$ cat config.mk
export PLATFORM = sky130hd
export DESIGN_NAME = sbes_top
export DESIGN_NICKNAME = d
export VERILOG_FILES = /design/src/rtl/sbes_pkg.sv /design/src/rtl/sbes_sync.sv /design/src/rtl/sbes_top.sv
export SDC_FILE = /design/constraint.sdc
export NUM_CORES = 1
export LEC_CHECK = 0
export BUFFER_PORTS_ARGS = -buffer_cell sky130_fd_sc_hd__buf_2
export CAP_MARGIN = 20
export CORE_MARGIN = 10
export CORE_UTILIZATION = 54
export DETAILED_ROUTE_END_ITERATION = 10
export PLACE_DENSITY_LB_ADDON = 0.15
export SETUP_SLACK_MARGIN = 0.1
export SYNTH_ARGS = -nofsm -noshare
export SYNTH_HDL_FRONTEND = slang
export SYNTH_SLANG_ARGS = --single-unit
$ cat constraint.sdc
create_clock -name mclk -period 8.4 [get_ports mclk]
set_input_delay 0.42 -clock mclk [delete_from_list [all_inputs] [get_ports mclk]]
set_output_delay 0.42 -clock mclk [all_outputs]
set_load 0.01 [all_outputs]
$ cat src/rtl/sbes_pkg.sv
package sbes_pkg;

  // ----------------------------------------------------------------
  // register map
  // ----------------------------------------------------------------
  localparam int ADDR_W = 8;
  localparam logic [7:0] OFS_STATUS_TWO = 8'h00;
  localparam logic [7:0] OFS_CONTROL = 8'h04;
  localparam logic [7:0] OFS_BAUD = 8'h08;
  localparam logic [7:0] OFS_STATUS_ONE = 8'h0c;
  localparam logic [7:0] OFS_RX_DATA = 8'h10;
  localparam logic [7:0] OFS_IRQ_STATUS = 8'h14;
  localparam logic [7:0] OFS_IRQ_MASK = 8'h18;

  // ----------------------------------------------------------------
  // field positions
  // ----------------------------------------------------------------
  localparam int BIT_BRK_FLAG = 7;
  localparam int BIT_EDGE_FLAG = 6;
  localparam int BIT_RX_INV = 4;
  localparam int BIT_IDLE_WU = 3;
  localparam int BIT_LONG_BRK = 2;
  localparam int BIT_BRK_EN = 1;
  localparam int BIT_NINE = 0;
  localparam int BIT_STANDBY = 1;
  localparam int BIT_SEND_BRK = 2;
  localparam int BIT_RXF = 0;
  localparam int BIT_FE = 1;
  localparam int BIT_IDLE = 2;
  localparam int IRQ_W = 6;
  localparam int IRQ_BRK = 0;
  localparam int IRQ_EDGE = 1;
  localparam int IRQ_RXF = 2;
  localparam int IRQ_FE = 3;
  localparam int IRQ_IDLE = 4;
  localparam int IRQ_TXDONE = 5;

  // ----------------------------------------------------------------
  // reset values
  // ----------------------------------------------------------------
  localparam logic [15:0] RST_BAUD = 16'h0010;
  localparam logic [IRQ_W-1:0] RST_IRQ_MASK = 6'h00;
  localparam logic RST_LINE = 1'b1;

  // ----------------------------------------------------------------
  // bit counts
  // ----------------------------------------------------------------
  localparam logic [3:0] BRK_TX_SHORT = 4'ha;
  localparam logic [3:0] BRK_TX_SHORT_NINE = 4'hb;
  localparam logic [3:0] BRK_TX_LONG = 4'hd;
  localparam logic [3:0] BRK_TX_LONG_NINE = 4'he;
  localparam logic [3:0] BRK_DET_BITS = 4'hb;
  localparam logic [3:0] BRK_DET_BITS_NINE = 4'hc;
  localparam logic [3:0] CHAR_BITS = 4'ha;
  localparam logic [3:0] CHAR_BITS_NINE = 4'hb;
  localparam logic [3:0] DATA_BITS = 4'h8;
  localparam logic [3:0] DATA_BITS_NINE = 4'h9;

  localparam logic [1:0] RESP_OKAY = 2'h0;
  localparam logic [1:0] RESP_SLVERR = 2'h2;

  // ----------------------------------------------------------------
  // types
  // ----------------------------------------------------------------
  typedef enum logic [4:0] {
    RX_IDLE = 5'h01,
    RX_START = 5'h02,
    RX_DATA = 5'h04,
    RX_STOP = 5'h08,
    RX_WAIT = 5'h10
  } sbes_rx_t;

  typedef enum logic [1:0] {
    TX_IDLE = 2'h1,
    TX_BREAK = 2'h2
  } sbes_tx_t;

  // bits times divisor, in clock cycles
  function automatic logic [19:0] sbes_cycles(input logic [3:0] bits, input logic [15:0] div);
    sbes_cycles = 20'(bits) * 20'(div);
  endfunction : sbes_cycles

endpackage : sbes_pkg

$ cat src/rtl/sbes_sync.sv
module sbes_sync
  import sbes_pkg::*;
(
  input wire logic mclk,
  input wire logic rst,
  input wire logic pin,
  output logic level
);

  typedef struct packed {
    logic s1;
    logic s2;
    logic s3;
    logic level;
  } sbes_sync_t;

  sbes_sync_t s;
  sbes_sync_t next_s;

  // ----------------------------------------------------------------
  // three stages, change taken once stages two and three agree
  // ----------------------------------------------------------------
  always_comb begin
    next_s = s;
    next_s.s1 = pin;
    next_s.s2 = s.s1;
    next_s.s3 = s.s2;
    if (s.s2 == s.s3) begin
      next_s.level = s.s3;
    end
  end

  always_ff @(posedge mclk or posedge rst) begin
    if (rst) begin
      s <= '{s1: RST_LINE, s2: RST_LINE, s3: RST_LINE, level: RST_LINE};
    end else begin
      s <= next_s;
    end
  end

  assign level = s.level;

endmodule : sbes_sync

$ cat src/rtl/sbes_top.sv
// What this block does
// (RQ1) break flag sets on detected break when enabled
// (RQ2) writing one clears break flag, zero ignored
// (RQ3) edge flag on active edge, polarity follows invert
// (RQ4) edge flag holds until software writes one
// (RQ5) invert setting flips received data before processing
// (RQ6) wakeup setting zero: standby idle sets no flag
// (RQ7) wakeup setting one: standby idle sets flag
// (RQ8) short break transmits ten or eleven bits
// (RQ9) long break transmits thirteen or fourteen bits
// (RQ10) framing detection ignores long break setting
// (RQ11) break detect length exceeds a normal character
// (RQ12) break detect enabled blocks framing and full
// (RQ13) zero at stop bit sets framing with full
// (RQ14) break is eleven or twelve low bits
module sbes_top
  import sbes_pkg::*;
(
  input wire logic mclk,
  input wire logic rst,
  input wire logic [ADDR_W-1:0] s_axi_awaddr,
  input wire logic s_axi_awvalid,
  output logic s_axi_awready,
  input wire logic [31:0] s_axi_wdata,
  input wire logic [3:0] s_axi_wstrb,
  input wire logic s_axi_wvalid,
  output logic s_axi_wready,
  output logic [1:0] s_axi_bresp,
  output logic s_axi_bvalid,
  input wire logic s_axi_bready,
  input wire logic [ADDR_W-1:0] s_axi_araddr,
  input wire logic s_axi_arvalid,
  output logic s_axi_arready,
  output logic [31:0] s_axi_rdata,
  output logic [1:0] s_axi_rresp,
  output logic s_axi_rvalid,
  input wire logic s_axi_rready,
  input wire logic rxd,
  output logic txd,
  output logic irq
);

  typedef struct packed {
    logic aw_got;
    logic [ADDR_W-1:0] aw_addr;
    logic w_got;
    logic [31:0] w_data;
    logic [3:0] w_strb;
    logic bvalid;
    logic [1:0] bresp;
    logic rvalid;
    logic [31:0] rdata;
    logic [1:0] rresp;
    logic break_detect_flag;
    logic receive_edge_flag;
    logic receive_invert;
    logic idle_wakeup_flag_enable;
    logic long_break_transmit;
    logic break_detect_enable;
    logic nine_bit;
    logic receiver_standby;
    logic [15:0] baud_div;
    logic receive_full_flag;
    logic framing_error_flag;
    logic idle_flag;
    logic [8:0] rx_data;
    logic [IRQ_W-1:0] irq_stat;
    logic [IRQ_W-1:0] irq_mask;
    logic rx_prev;
    sbes_rx_t rx_state;
    logic [15:0] rx_cnt;
    logic [3:0] rx_bit;
    logic [8:0] rx_shift;
    logic [19:0] low_cnt;
    logic [19:0] high_cnt;
    logic idle_armed;
    sbes_tx_t tx_state;
    logic [15:0] tx_cnt;
    logic [3:0] tx_bits;
    logic txd;
  } sbes_state_t;

  sbes_state_t s;
  sbes_state_t next_s;
  logic rx_pin;

  sbes_sync u_rx_sync (
    .mclk(mclk),
    .rst(rst),
    .pin(rxd),
    .level(rx_pin)
  );

  always_comb begin
    logic rxi;
    logic ev_brk;
    logic ev_edge;
    logic ev_rxf;
    logic ev_fe;
    logic ev_idle;
    logic ev_txdone;
    logic [3:0] n_data;
    logic [3:0] n_brk_det;
    logic [3:0] n_char;
    logic [3:0] n_tx_brk;
    rxi = 1'b0;
    ev_brk = 1'b0;
    ev_edge = 1'b0;
    ev_rxf = 1'b0;
    ev_fe = 1'b0;
    ev_idle = 1'b0;
    ev_txdone = 1'b0;
    n_data = s.nine_bit ? DATA_BITS_NINE : DATA_BITS;
    n_brk_det = s.nine_bit ? BRK_DET_BITS_NINE : BRK_DET_BITS;
    n_char = s.nine_bit ? CHAR_BITS_NINE : CHAR_BITS;
    n_tx_brk = s.long_break_transmit ? (s.nine_bit ? BRK_TX_LONG_NINE : BRK_TX_LONG) : // RQ9
        (s.nine_bit ? BRK_TX_SHORT_NINE : BRK_TX_SHORT); // RQ8
    next_s = s;

    // ----------------------------------------------------------------
    // write channels
    // ----------------------------------------------------------------
    if (s_axi_awvalid && s_axi_awready) begin
      next_s.aw_got = 1'b1;
      next_s.aw_addr = s_axi_awaddr;
    end
    if (s_axi_wvalid && s_axi_wready) begin
      next_s.w_got = 1'b1;
      next_s.w_data = s_axi_wdata;
      next_s.w_strb = s_axi_wstrb;
    end
    if (s.bvalid && s_axi_bready) begin
      next_s.bvalid = 1'b0;
    end
    if (s.aw_got && s.w_got && !s.bvalid) begin
      next_s.aw_got = 1'b0;
      next_s.w_got = 1'b0;
      next_s.bvalid = 1'b1;
      next_s.bresp = RESP_OKAY;
      unique case (s.aw_addr)
        OFS_STATUS_TWO: begin
          if (s.w_strb[0]) begin
            if (s.w_data[BIT_BRK_FLAG]) begin
              next_s.break_detect_flag = 1'b0; // RQ2
            end
            if (s.w_data[BIT_EDGE_FLAG]) begin
              next_s.receive_edge_flag = 1'b0; // RQ4
            end
            next_s.receive_invert = s.w_data[BIT_RX_INV];
            next_s.idle_wakeup_flag_enable = s.w_data[BIT_IDLE_WU];
            next_s.long_break_transmit = s.w_data[BIT_LONG_BRK];
            next_s.break_detect_enable = s.w_data[BIT_BRK_EN];
          end
        end
        OFS_CONTROL: begin
          if (s.w_strb[0]) begin
            next_s.nine_bit = s.w_data[BIT_NINE];
            next_s.receiver_standby = s.w_data[BIT_STANDBY];
            if (s.w_data[BIT_SEND_BRK] && s.tx_state == TX_IDLE) begin
              next_s.tx_state = TX_BREAK;
              next_s.tx_cnt = s.baud_div - 16'h0001;
              next_s.tx_bits = n_tx_brk; // RQ8 RQ9
              next_s.txd = 1'b0;
            end
          end
        end
        OFS_BAUD: begin
          if (s.w_strb[0]) begin
            next_s.baud_div[7:0] = s.w_data[7:0];
          end
          if (s.w_strb[1]) begin
            next_s.baud_div[15:8] = s.w_data[15:8];
          end
        end
        OFS_IRQ_MASK: begin
          if (s.w_strb[0]) begin
            next_s.irq_mask = s.w_data[IRQ_W-1:0];
          end
        end
        OFS_STATUS_ONE, OFS_RX_DATA, OFS_IRQ_STATUS: begin
          next_s.bresp = RESP_OKAY;
        end
        default: begin
          next_s.bresp = RESP_SLVERR;
        end
      endcase
    end

    // ----------------------------------------------------------------
    // read channel, reads with side effects
    // ----------------------------------------------------------------
    if (s.rvalid && s_axi_rready) begin
      next_s.rvalid = 1'b0;
    end
    if (s_axi_arvalid && s_axi_arready) begin
      next_s.rvalid = 1'b1;
      next_s.rresp = RESP_OKAY;
      next_s.rdata = 32'h0000_0000;
      unique case (s_axi_araddr)
        OFS_STATUS_TWO: begin
          next_s.rdata[BIT_BRK_FLAG] = s.break_detect_flag;
          next_s.rdata[BIT_EDGE_FLAG] = s.receive_edge_flag;
          next_s.rdata[BIT_RX_INV] = s.receive_invert;
          next_s.rdata[BIT_IDLE_WU] = s.idle_wakeup_flag_enable;
          next_s.rdata[BIT_LONG_BRK] = s.long_break_transmit;
          next_s.rdata[BIT_BRK_EN] = s.break_detect_enable;
        end
        OFS_CONTROL: begin
          next_s.rdata[BIT_NINE] = s.nine_bit;
          next_s.rdata[BIT_STANDBY] = s.receiver_standby;
          next_s.rdata[BIT_SEND_BRK] = (s.tx_state == TX_BREAK);
        end
        OFS_BAUD: begin
          next_s.rdata[15:0] = s.baud_div;
        end
        OFS_STATUS_ONE: begin
          next_s.rdata[BIT_RXF] = s.receive_full_flag;
          next_s.rdata[BIT_FE] = s.framing_error_flag;
          next_s.rdata[BIT_IDLE] = s.idle_flag;
          next_s.idle_flag = 1'b0;
        end
        OFS_RX_DATA: begin
          next_s.rdata[8:0] = s.rx_data;
          next_s.receive_full_flag = 1'b0;
          next_s.framing_error_flag = 1'b0;
        end
        OFS_IRQ_STATUS: begin
          next_s.rdata[IRQ_W-1:0] = s.irq_stat;
          next_s.irq_stat = '0;
        end
        OFS_IRQ_MASK: begin
          next_s.rdata[IRQ_W-1:0] = s.irq_mask;
        end
        default: begin
          next_s.rresp = RESP_SLVERR;
        end
      endcase
    end

    // ----------------------------------------------------------------
    // receive line, edge and break watch
    // ----------------------------------------------------------------
    rxi = rx_pin ^ s.receive_invert; // RQ5
    next_s.rx_prev = rx_pin;
    if (s.receive_invert ? (!s.rx_prev && rx_pin) : (s.rx_prev && !rx_pin)) begin
      ev_edge = 1'b1; // RQ3
    end
    if (rxi) begin
      next_s.low_cnt = 20'h00000;
    end else if (s.low_cnt != 20'hfffff) begin
      next_s.low_cnt = s.low_cnt + 20'h00001;
    end
    // one past a whole character of zeros, so a zero byte never matches
    if (!rxi && s.break_detect_enable && s.low_cnt == sbes_cycles(n_brk_det, s.baud_div) - 20'h00001) begin
      ev_brk = 1'b1; // RQ1 RQ11 RQ14
    end
    if (!rxi) begin
      next_s.high_cnt = 20'h00000;
    end else if (s.high_cnt != 20'hfffff) begin
      next_s.high_cnt = s.high_cnt + 20'h00001;
    end
    if (rxi && s.idle_armed && s.high_cnt == sbes_cycles(n_char, s.baud_div) - 20'h00001) begin
      next_s.idle_armed = 1'b0;
      if (s.receiver_standby) begin
        next_s.receiver_standby = 1'b0;
        ev_idle = s.idle_wakeup_flag_enable; // RQ6 RQ7
      end else begin
        ev_idle = 1'b1;
      end
    end

    // ----------------------------------------------------------------
    // receive framing
    // ----------------------------------------------------------------
    if (s.rx_cnt != 16'h0000) begin
      next_s.rx_cnt = s.rx_cnt - 16'h0001;
    end
    unique case (s.rx_state)
      RX_IDLE: begin
        if (!rxi) begin
          next_s.rx_state = RX_START;
          next_s.rx_cnt = s.baud_div >> 1;
        end
      end
      RX_START: begin
        if (s.rx_cnt == 16'h0000) begin
          next_s.rx_state = rxi ? RX_IDLE : RX_DATA;
          next_s.rx_cnt = s.baud_div - 16'h0001;
          next_s.rx_bit = 4'h0;
        end
      end
      RX_DATA: begin
        if (s.rx_cnt == 16'h0000) begin
          next_s.rx_shift = {rxi, s.rx_shift[8:1]};
          next_s.rx_bit = s.rx_bit + 4'h1;
          next_s.rx_cnt = s.baud_div - 16'h0001;
          if (s.rx_bit == n_data - 4'h1) begin
            next_s.rx_state = RX_STOP;
          end
        end
      end
      RX_STOP: begin
        if (s.rx_cnt == 16'h0000) begin
          next_s.rx_state = rxi ? RX_IDLE : RX_WAIT;
          next_s.idle_armed = 1'b1;
          // long break setting plays no part here
          if (!s.break_detect_enable && !s.receiver_standby) begin // RQ10 RQ12
            next_s.rx_data = s.nine_bit ? s.rx_shift : {1'b0, s.rx_shift[8:1]};
            ev_rxf = 1'b1; // RQ13
            ev_fe = !rxi; // RQ13
          end
        end
      end
      RX_WAIT: begin
        if (rxi) begin
          next_s.rx_state = RX_IDLE;
        end
      end
      default: begin
        next_s.rx_state = RX_IDLE;
      end
    endcase

    // ----------------------------------------------------------------
    // break transmitter
    // ----------------------------------------------------------------
    unique case (s.tx_state)
      TX_IDLE: begin
        // keep the count and bits loaded by a control write, line low only then
        next_s.txd = (next_s.tx_state == TX_IDLE);
      end
      TX_BREAK: begin
        if (s.tx_cnt != 16'h0000) begin
          next_s.tx_cnt = s.tx_cnt - 16'h0001;
        end else if (s.tx_bits == 4'h1) begin
          next_s.tx_state = TX_IDLE;
          next_s.txd = 1'b1;
          ev_txdone = 1'b1;
        end else begin
          next_s.tx_bits = s.tx_bits - 4'h1;
          next_s.tx_cnt = s.baud_div - 16'h0001;
        end
      end
      default: begin
        next_s.tx_state = TX_IDLE;
        next_s.txd = 1'b1;
      end
    endcase

    // ----------------------------------------------------------------
    // hardware sets win over clears
    // ----------------------------------------------------------------
    if (ev_brk) begin
      next_s.break_detect_flag = 1'b1; // RQ1
    end
    if (ev_edge) begin
      next_s.receive_edge_flag = 1'b1; // RQ3 RQ4
    end
    if (ev_rxf) begin
      next_s.receive_full_flag = 1'b1;
    end
    if (ev_fe) begin
      next_s.framing_error_flag = 1'b1;
    end
    if (ev_idle) begin
      next_s.idle_flag = 1'b1;
    end
    next_s.irq_stat[IRQ_BRK] = next_s.irq_stat[IRQ_BRK] | ev_brk;
    next_s.irq_stat[IRQ_EDGE] = next_s.irq_stat[IRQ_EDGE] | ev_edge;
    next_s.irq_stat[IRQ_RXF] = next_s.irq_stat[IRQ_RXF] | ev_rxf;
    next_s.irq_stat[IRQ_FE] = next_s.irq_stat[IRQ_FE] | ev_fe;
    next_s.irq_stat[IRQ_IDLE] = next_s.irq_stat[IRQ_IDLE] | ev_idle;
    next_s.irq_stat[IRQ_TXDONE] = next_s.irq_stat[IRQ_TXDONE] | ev_txdone;
  end

  always_ff @(posedge mclk or posedge rst) begin
    if (rst) begin
      s <= '0;
      s.baud_div <= RST_BAUD;
      s.irq_mask <= RST_IRQ_MASK;
      s.rx_prev <= RST_LINE;
      s.rx_state <= RX_IDLE;
      s.tx_state <= TX_IDLE;
      s.txd <= RST_LINE;
    end else begin
      s <= next_s;
    end
  end

  // ----------------------------------------------------------------
  // outputs
  // ----------------------------------------------------------------
  assign s_axi_awready = !s.aw_got && !s.bvalid;
  assign s_axi_wready = !s.w_got && !s.bvalid;
  assign s_axi_bvalid = s.bvalid;
  assign s_axi_bresp = s.bresp;
  assign s_axi_arready = !s.rvalid;
  assign s_axi_rvalid = s.rvalid;
  assign s_axi_rdata = s.rdata;
  assign s_axi_rresp = s.rresp;
  assign txd = s.txd;
  assign irq = |(s.irq_stat & s.irq_mask);

endmodule : sbes_top

Word level (Yosys, flattened, before mapping)
Index checks and enable logic that the tools add are counted.

operators by class
  bitwise operators = 8
  $add $sub $neg = 10
  multiplexer cells = 91
  reductions and logical operators = 68
  multipliers = 2
  equal/unequal tests = 34

operators by type and width
  operator               number
  $mux 20                6
  $mux 23                4
  $eq 8x5->1 const B     6
  $mux 16                3
  $pmux 16 s3            1
  $sub 16x1->16 const B  3
  $add 20x1->20 const B  2
  $eq 20x20->1           2
  $mul 4x16->20          2
  $ne 20x20->1 const B   2
  $reduce_bool 2->1      20
  $sub 20x1->20 const B  2
  $mux 37                1
  $mux 35                1
  $mux 1                 34
  $mux 34                1
  $eq 8x4->1 const B     4
  $reduce_bool 16->1     2
  $mux 25                1
  $mux 5                 5
  $pmux 5 s5             1
  $mux 24                1
  $mux 6                 4
  $mux 21                1
  41 further kinds       104

storage, ports and cells
  register bits = 219
  logic and storage cells = 255
  output and inout port bits = 43
  input bits = 60

Depth between registers and ports, before layout
  depth after elaboration = 9
  gate-level depth with buffers = 18

Cells and area by module
Synthesis repeated with hierarchy kept, for this count alone.

second synthesis, totals
  cells, all modules = 1592
  area, all modules = 14702.9 µm²

by module, submodules not included
  module     area an instance (µm²)  cells an instance  times used  seq. area each (µm²)
  sbes_top   14582.7                 1586               1           4885.9
  sbes_sync  120.1                   6                  1           105.1

Worst setup path before layout
OpenSTA, ideal clock, no wires.

  path kind = register to register
  start = register s[140] in the netlist's numbering
  end = register s[146] in the netlist's numbering
  arrival time = 4.953 ns
  clock period less this slack = 5.019 ns
  required time = 8.333 ns
  setup slack = 3.381 ns
  setup time = 0.067 ns
  stages on the path, launching flop included = 18
  path through = dfrtp_1 buf_2 buf_1 clkbuf_1 nand2_1 ha_1 inv_1 fa_1 fa_1 ha_1 a21o_1 a222oi_1 o211ai_1 or4b_1 nor4_1 o2111ai_1 or4_1 nand2_1

on the way
  cells in the longest elaborated chain, start to end = 8
  elaborated cells between the ends (all ways) = 12
  classes of those cells = add/sub: 1; mul: 1; eq/ne: 1; mux: 3; reduce/logical: 6

RTL lines
  item                         RTL line         text
  start: declaration           sbes_top.sv:83   sbes_state_t s;
  start signal: assignment     sbes_top.sv:386  s <= next_s;
  $mux 3 *                     sbes_top.sv:114  n_brk_det = s.nine_bit ? BRK_DET_BITS_NINE : BRK_DET_BITS;
  $mul 4x16->20 *              sbes_pkg.sv:80   sbes_cycles = 20'(bits) * 20'(div);
  $sub 20x1->20 *              sbes_top.sv:254  if (!rxi && s.break_detect_enable && s.low_cnt == sbes_cycles(n_brk_det, s.baud_div) - 20'h00001) begin
  $eq 20x20->1 *               sbes_top.sv:254
  $logic_and 1x1->1 *          sbes_top.sv:254
  $mux 1 *                     sbes_top.sv:254
  $reduce_bool 2->1 (no line)  -
  $reduce_and 4->1 (no line)   -

Every way passes the cells marked *; elsewhere a longest branch is shown, timed or not.
A chain may end at the register's enable or synchronous reset.

Worst setup path after layout
Same ends and word-level chain as after synthesis.

==> results.ini <==
[run_status]
status = completed

[logic_synthesis]
synth_warnings = 0
yosys-top-cells-count = dfrtp_1, nand2_1, nor2_1
ys_async_sr_fraction_pct = 100.0
synth_mux_area_share_pct = 6.333
synth_edf_count = 0
synth_top_area_cell = dfrtp_1
synth_most_common_cell = dfrtp_1
synthAdderAreaFrac_pct = 15.42
synth_area_per_cell_sq_um = 9.342
synth_top_family_by_area = simple AND/OR/NAND/NOR gates
synth_flop_cell = dfrtp_1
ys_seq_elements = 199
syn-instance-count = 1567
syn-cell-area_sq_mm = 0.01464
synth_xor_area_share_pct = 7.291
synthSimpleGateAreaFrac_pct = 16.29
synth_top_area_share_pct = 32.48
synth-compound-area-share_pct = 14.19
yosysSeqAreaShare_pct = 34.09
synth_area_leaders = dfrtp_1, ha_1, fa_1, mux2_2, nand2_1
yosysUniqueCellTypes = 79

[clock_network]
cts_resized = 0
clock_sink_count = 199
clock_latency_ns = 0.45
clk_pin_slew_ns = 0.08
tritoncts = done
cts-root-buf = clkbuf_16
cts_max_level = 4
cts_setup_buffers = 0
cts_buffers = 17
clockBufferDepth = 2
cts.hold.buffers_added = 0

[floorplanning]
io_pins = 103
row_count = 60
dieArea_sq_mm = 0.03410
start_util_pct = 54.62
fp.coreArea_sq_mm = 0.02680
die_w_um = 184.7
fp.dieH_um = 184.7

[final_layout]
layout-drive-gt1-share_pct = 12.28
regArea_sq_mm = 0.004991
stdcell_count = 1945
areaGrowthSynthToFinish_pct = 6.743
multi_input_comb_area_sq_mm = 0.008788
antennaDiodeCount = 0
stdcell_area_sq_mm = 0.01563
nFillCells = 2364
nets = 1797
fin_util_pct = 58.31

[global_route]
antenna_found_initial = 0
grt_pass1_vias = 10980
grt_max_degree = 121
grt.overflow.total = 0
track_usage_pct = 21.85
grt_pass1_wl_um = 59000

[placement]
hpwlAfterDp_um = 27790
place_inst = 1911
port_buffers = 66
gp_congestion = 0.9397
place_area_sq_mm = 0.01505

[setup_path]
crit_type = flop to flop
r2r_setup_slack_ns = 2.74
worstPathRequired_ns = 8.78
endpoint_kind = flop
worstPathArrival_ns = 6.04
crit_path_start_kind = flop
crit_fanout = 34

[pwr]
total_power_mw = 4.421
power_density_mw_per_mm2 = 282.9
irDropWorstVdd_mv = 0.1383
p_leak_nw = 7.125

[detailed_routing]
vias = 11500
drt_iter0_markers = 1014
drtAntennaViolNets = 0
drc = 0
drt_wl_total_um = 36940
firstDrtPassIters = 5
routedWlPerCell_um = 18.99
viasPerCell = 5.914

[sta]
fmaxAchievable_mhz = 176.7
slew_viol_final = 0
slew_headroom_pct = 26.03
final.setup_skew_ns = 0.01023
rsz0062_at_grt = false
hold_viol_final = 0
period_minus_slack_ns = 5.659
worst_slew_pin_slew_ns = 1.107
setup_tns_ns = 0
finalSetupViolCount = 0
timing.final.crit_share_pct = 67.37

[job]
maxCapViolations = 0

[hold_path]
hold_class = primary input to flop

[cell type report]
type / count / area share (%)
multi-input combinational: 1177 / 56.24
inverter: 120 / 2.931
clock buffer: 19 / 2.835
timing repair buffer: 76 / 2.578
sequential: 199 / 31.94
clock inverter: 13 / 0.7447
tap: 341 / 2.730
[flip-flops by register name (all words and copies together), names as in the netlist]
register,count
s_axi_rvalid,1
s_axi_rresp,1
s,174
s_axi_rdata,16
u_rx_sync.level,1
txd,1
s_axi_bresp,1
s_axi_bvalid,1
u_rx_sync.next_s,2
u_rx_sync.s,1
[path summary, 6_finish.rpt]
check                                     from             endpoint  cells past startpoint
min in group asynchronous                  rst                s[19]                      2
min reg2reg                u_rx_sync.next_s[2]  u_rx_sync.next_s[1]                      0
max reg2reg                             s[140]               s[146]                     15
max                                     s[140]               s[146]                     15
max in group asynchronous                  rst               s[137]                      3
min                                        rxd  u_rx_sync.next_s[2]                      1
[through the flow]
step | hold WS, ns | setup WS (ns)
6_report | 0.06215 | 2.741
3_3_place_gp | 0.3494 | 2.820
3_5_place_dp | 0.3489 | 2.776
5_1_grt | 0.04933 | 2.338
2_1_floorplan | 0.3452 | 2.569
4_1_cts | 0.04495 | 2.722
[cells in the final DEF, fill, tap and decap left out, types with 10 or more instances in the layout]
cell type and count:
dfrtp_1 190, nand2_1 158, nor2_1 131, inv_1 119, ha_1 90, o21ai_0 81
buf_2 67, xnor2_1 65, a21oi_1 64, mux2_2 61, fa_1 56, xor2_1 54
nand3_1 48, nor3_1 31, mux2i_1 24, conb_1 18, nand4_1 17, a22oi_1 17
clkbuf_16 17, a21o_1 15, or3_1 14, nor4_1 14, a22o_1 14, o211ai_1 12
a31oi_1 11, a211oi_1 11, nor2b_1 10
[worst max-delay path: stages (launching register included)]
cell	delay, ns
dfrtp_1	0.91
buf_4	0.46
nand2_1	0.14
ha_1	0.29
inv_1	0.05
fa_1	0.48
fa_1	0.50
ha_1	0.37
a21o_1	0.27
a222oi_1	0.38
o211ai_1	0.15
or4b_1	0.51
nor4_1	0.21
o2111ai_1	0.20
or4_1	0.58
nand2_1	0.10
[power breakdown]
group          internal [mW]  switching [mW]  total [mW]
sequential              1.08           0.136        1.21
combinational          0.995            1.40        2.40
clock                  0.398           0.412       0.810
total                   2.47            1.95        4.42
[kinds of logic after synthesis]
| kind of cell | after synthesis |
|---|---|
| other cells | 1 |
| fa+ha+maj | 147 |
| buf+inv | 208 |
| compound gates | 313 |
| mux | 85 |
| simple gates | 493 |
| flops | 199 |
| xor+xnor | 121 |
[per-layer routing]
| layer | track usage (%) | share of wire [%] |
|---|---|---|
| met5 | 0 | 0 |
| met2 | 35.34 | 47 |
| met4 | 5.559 | 1.6 |
| met1 | 30.17 | 46 |
| met3 | 3.032 | 5.2 |
(Power assumes the default switching activity.)
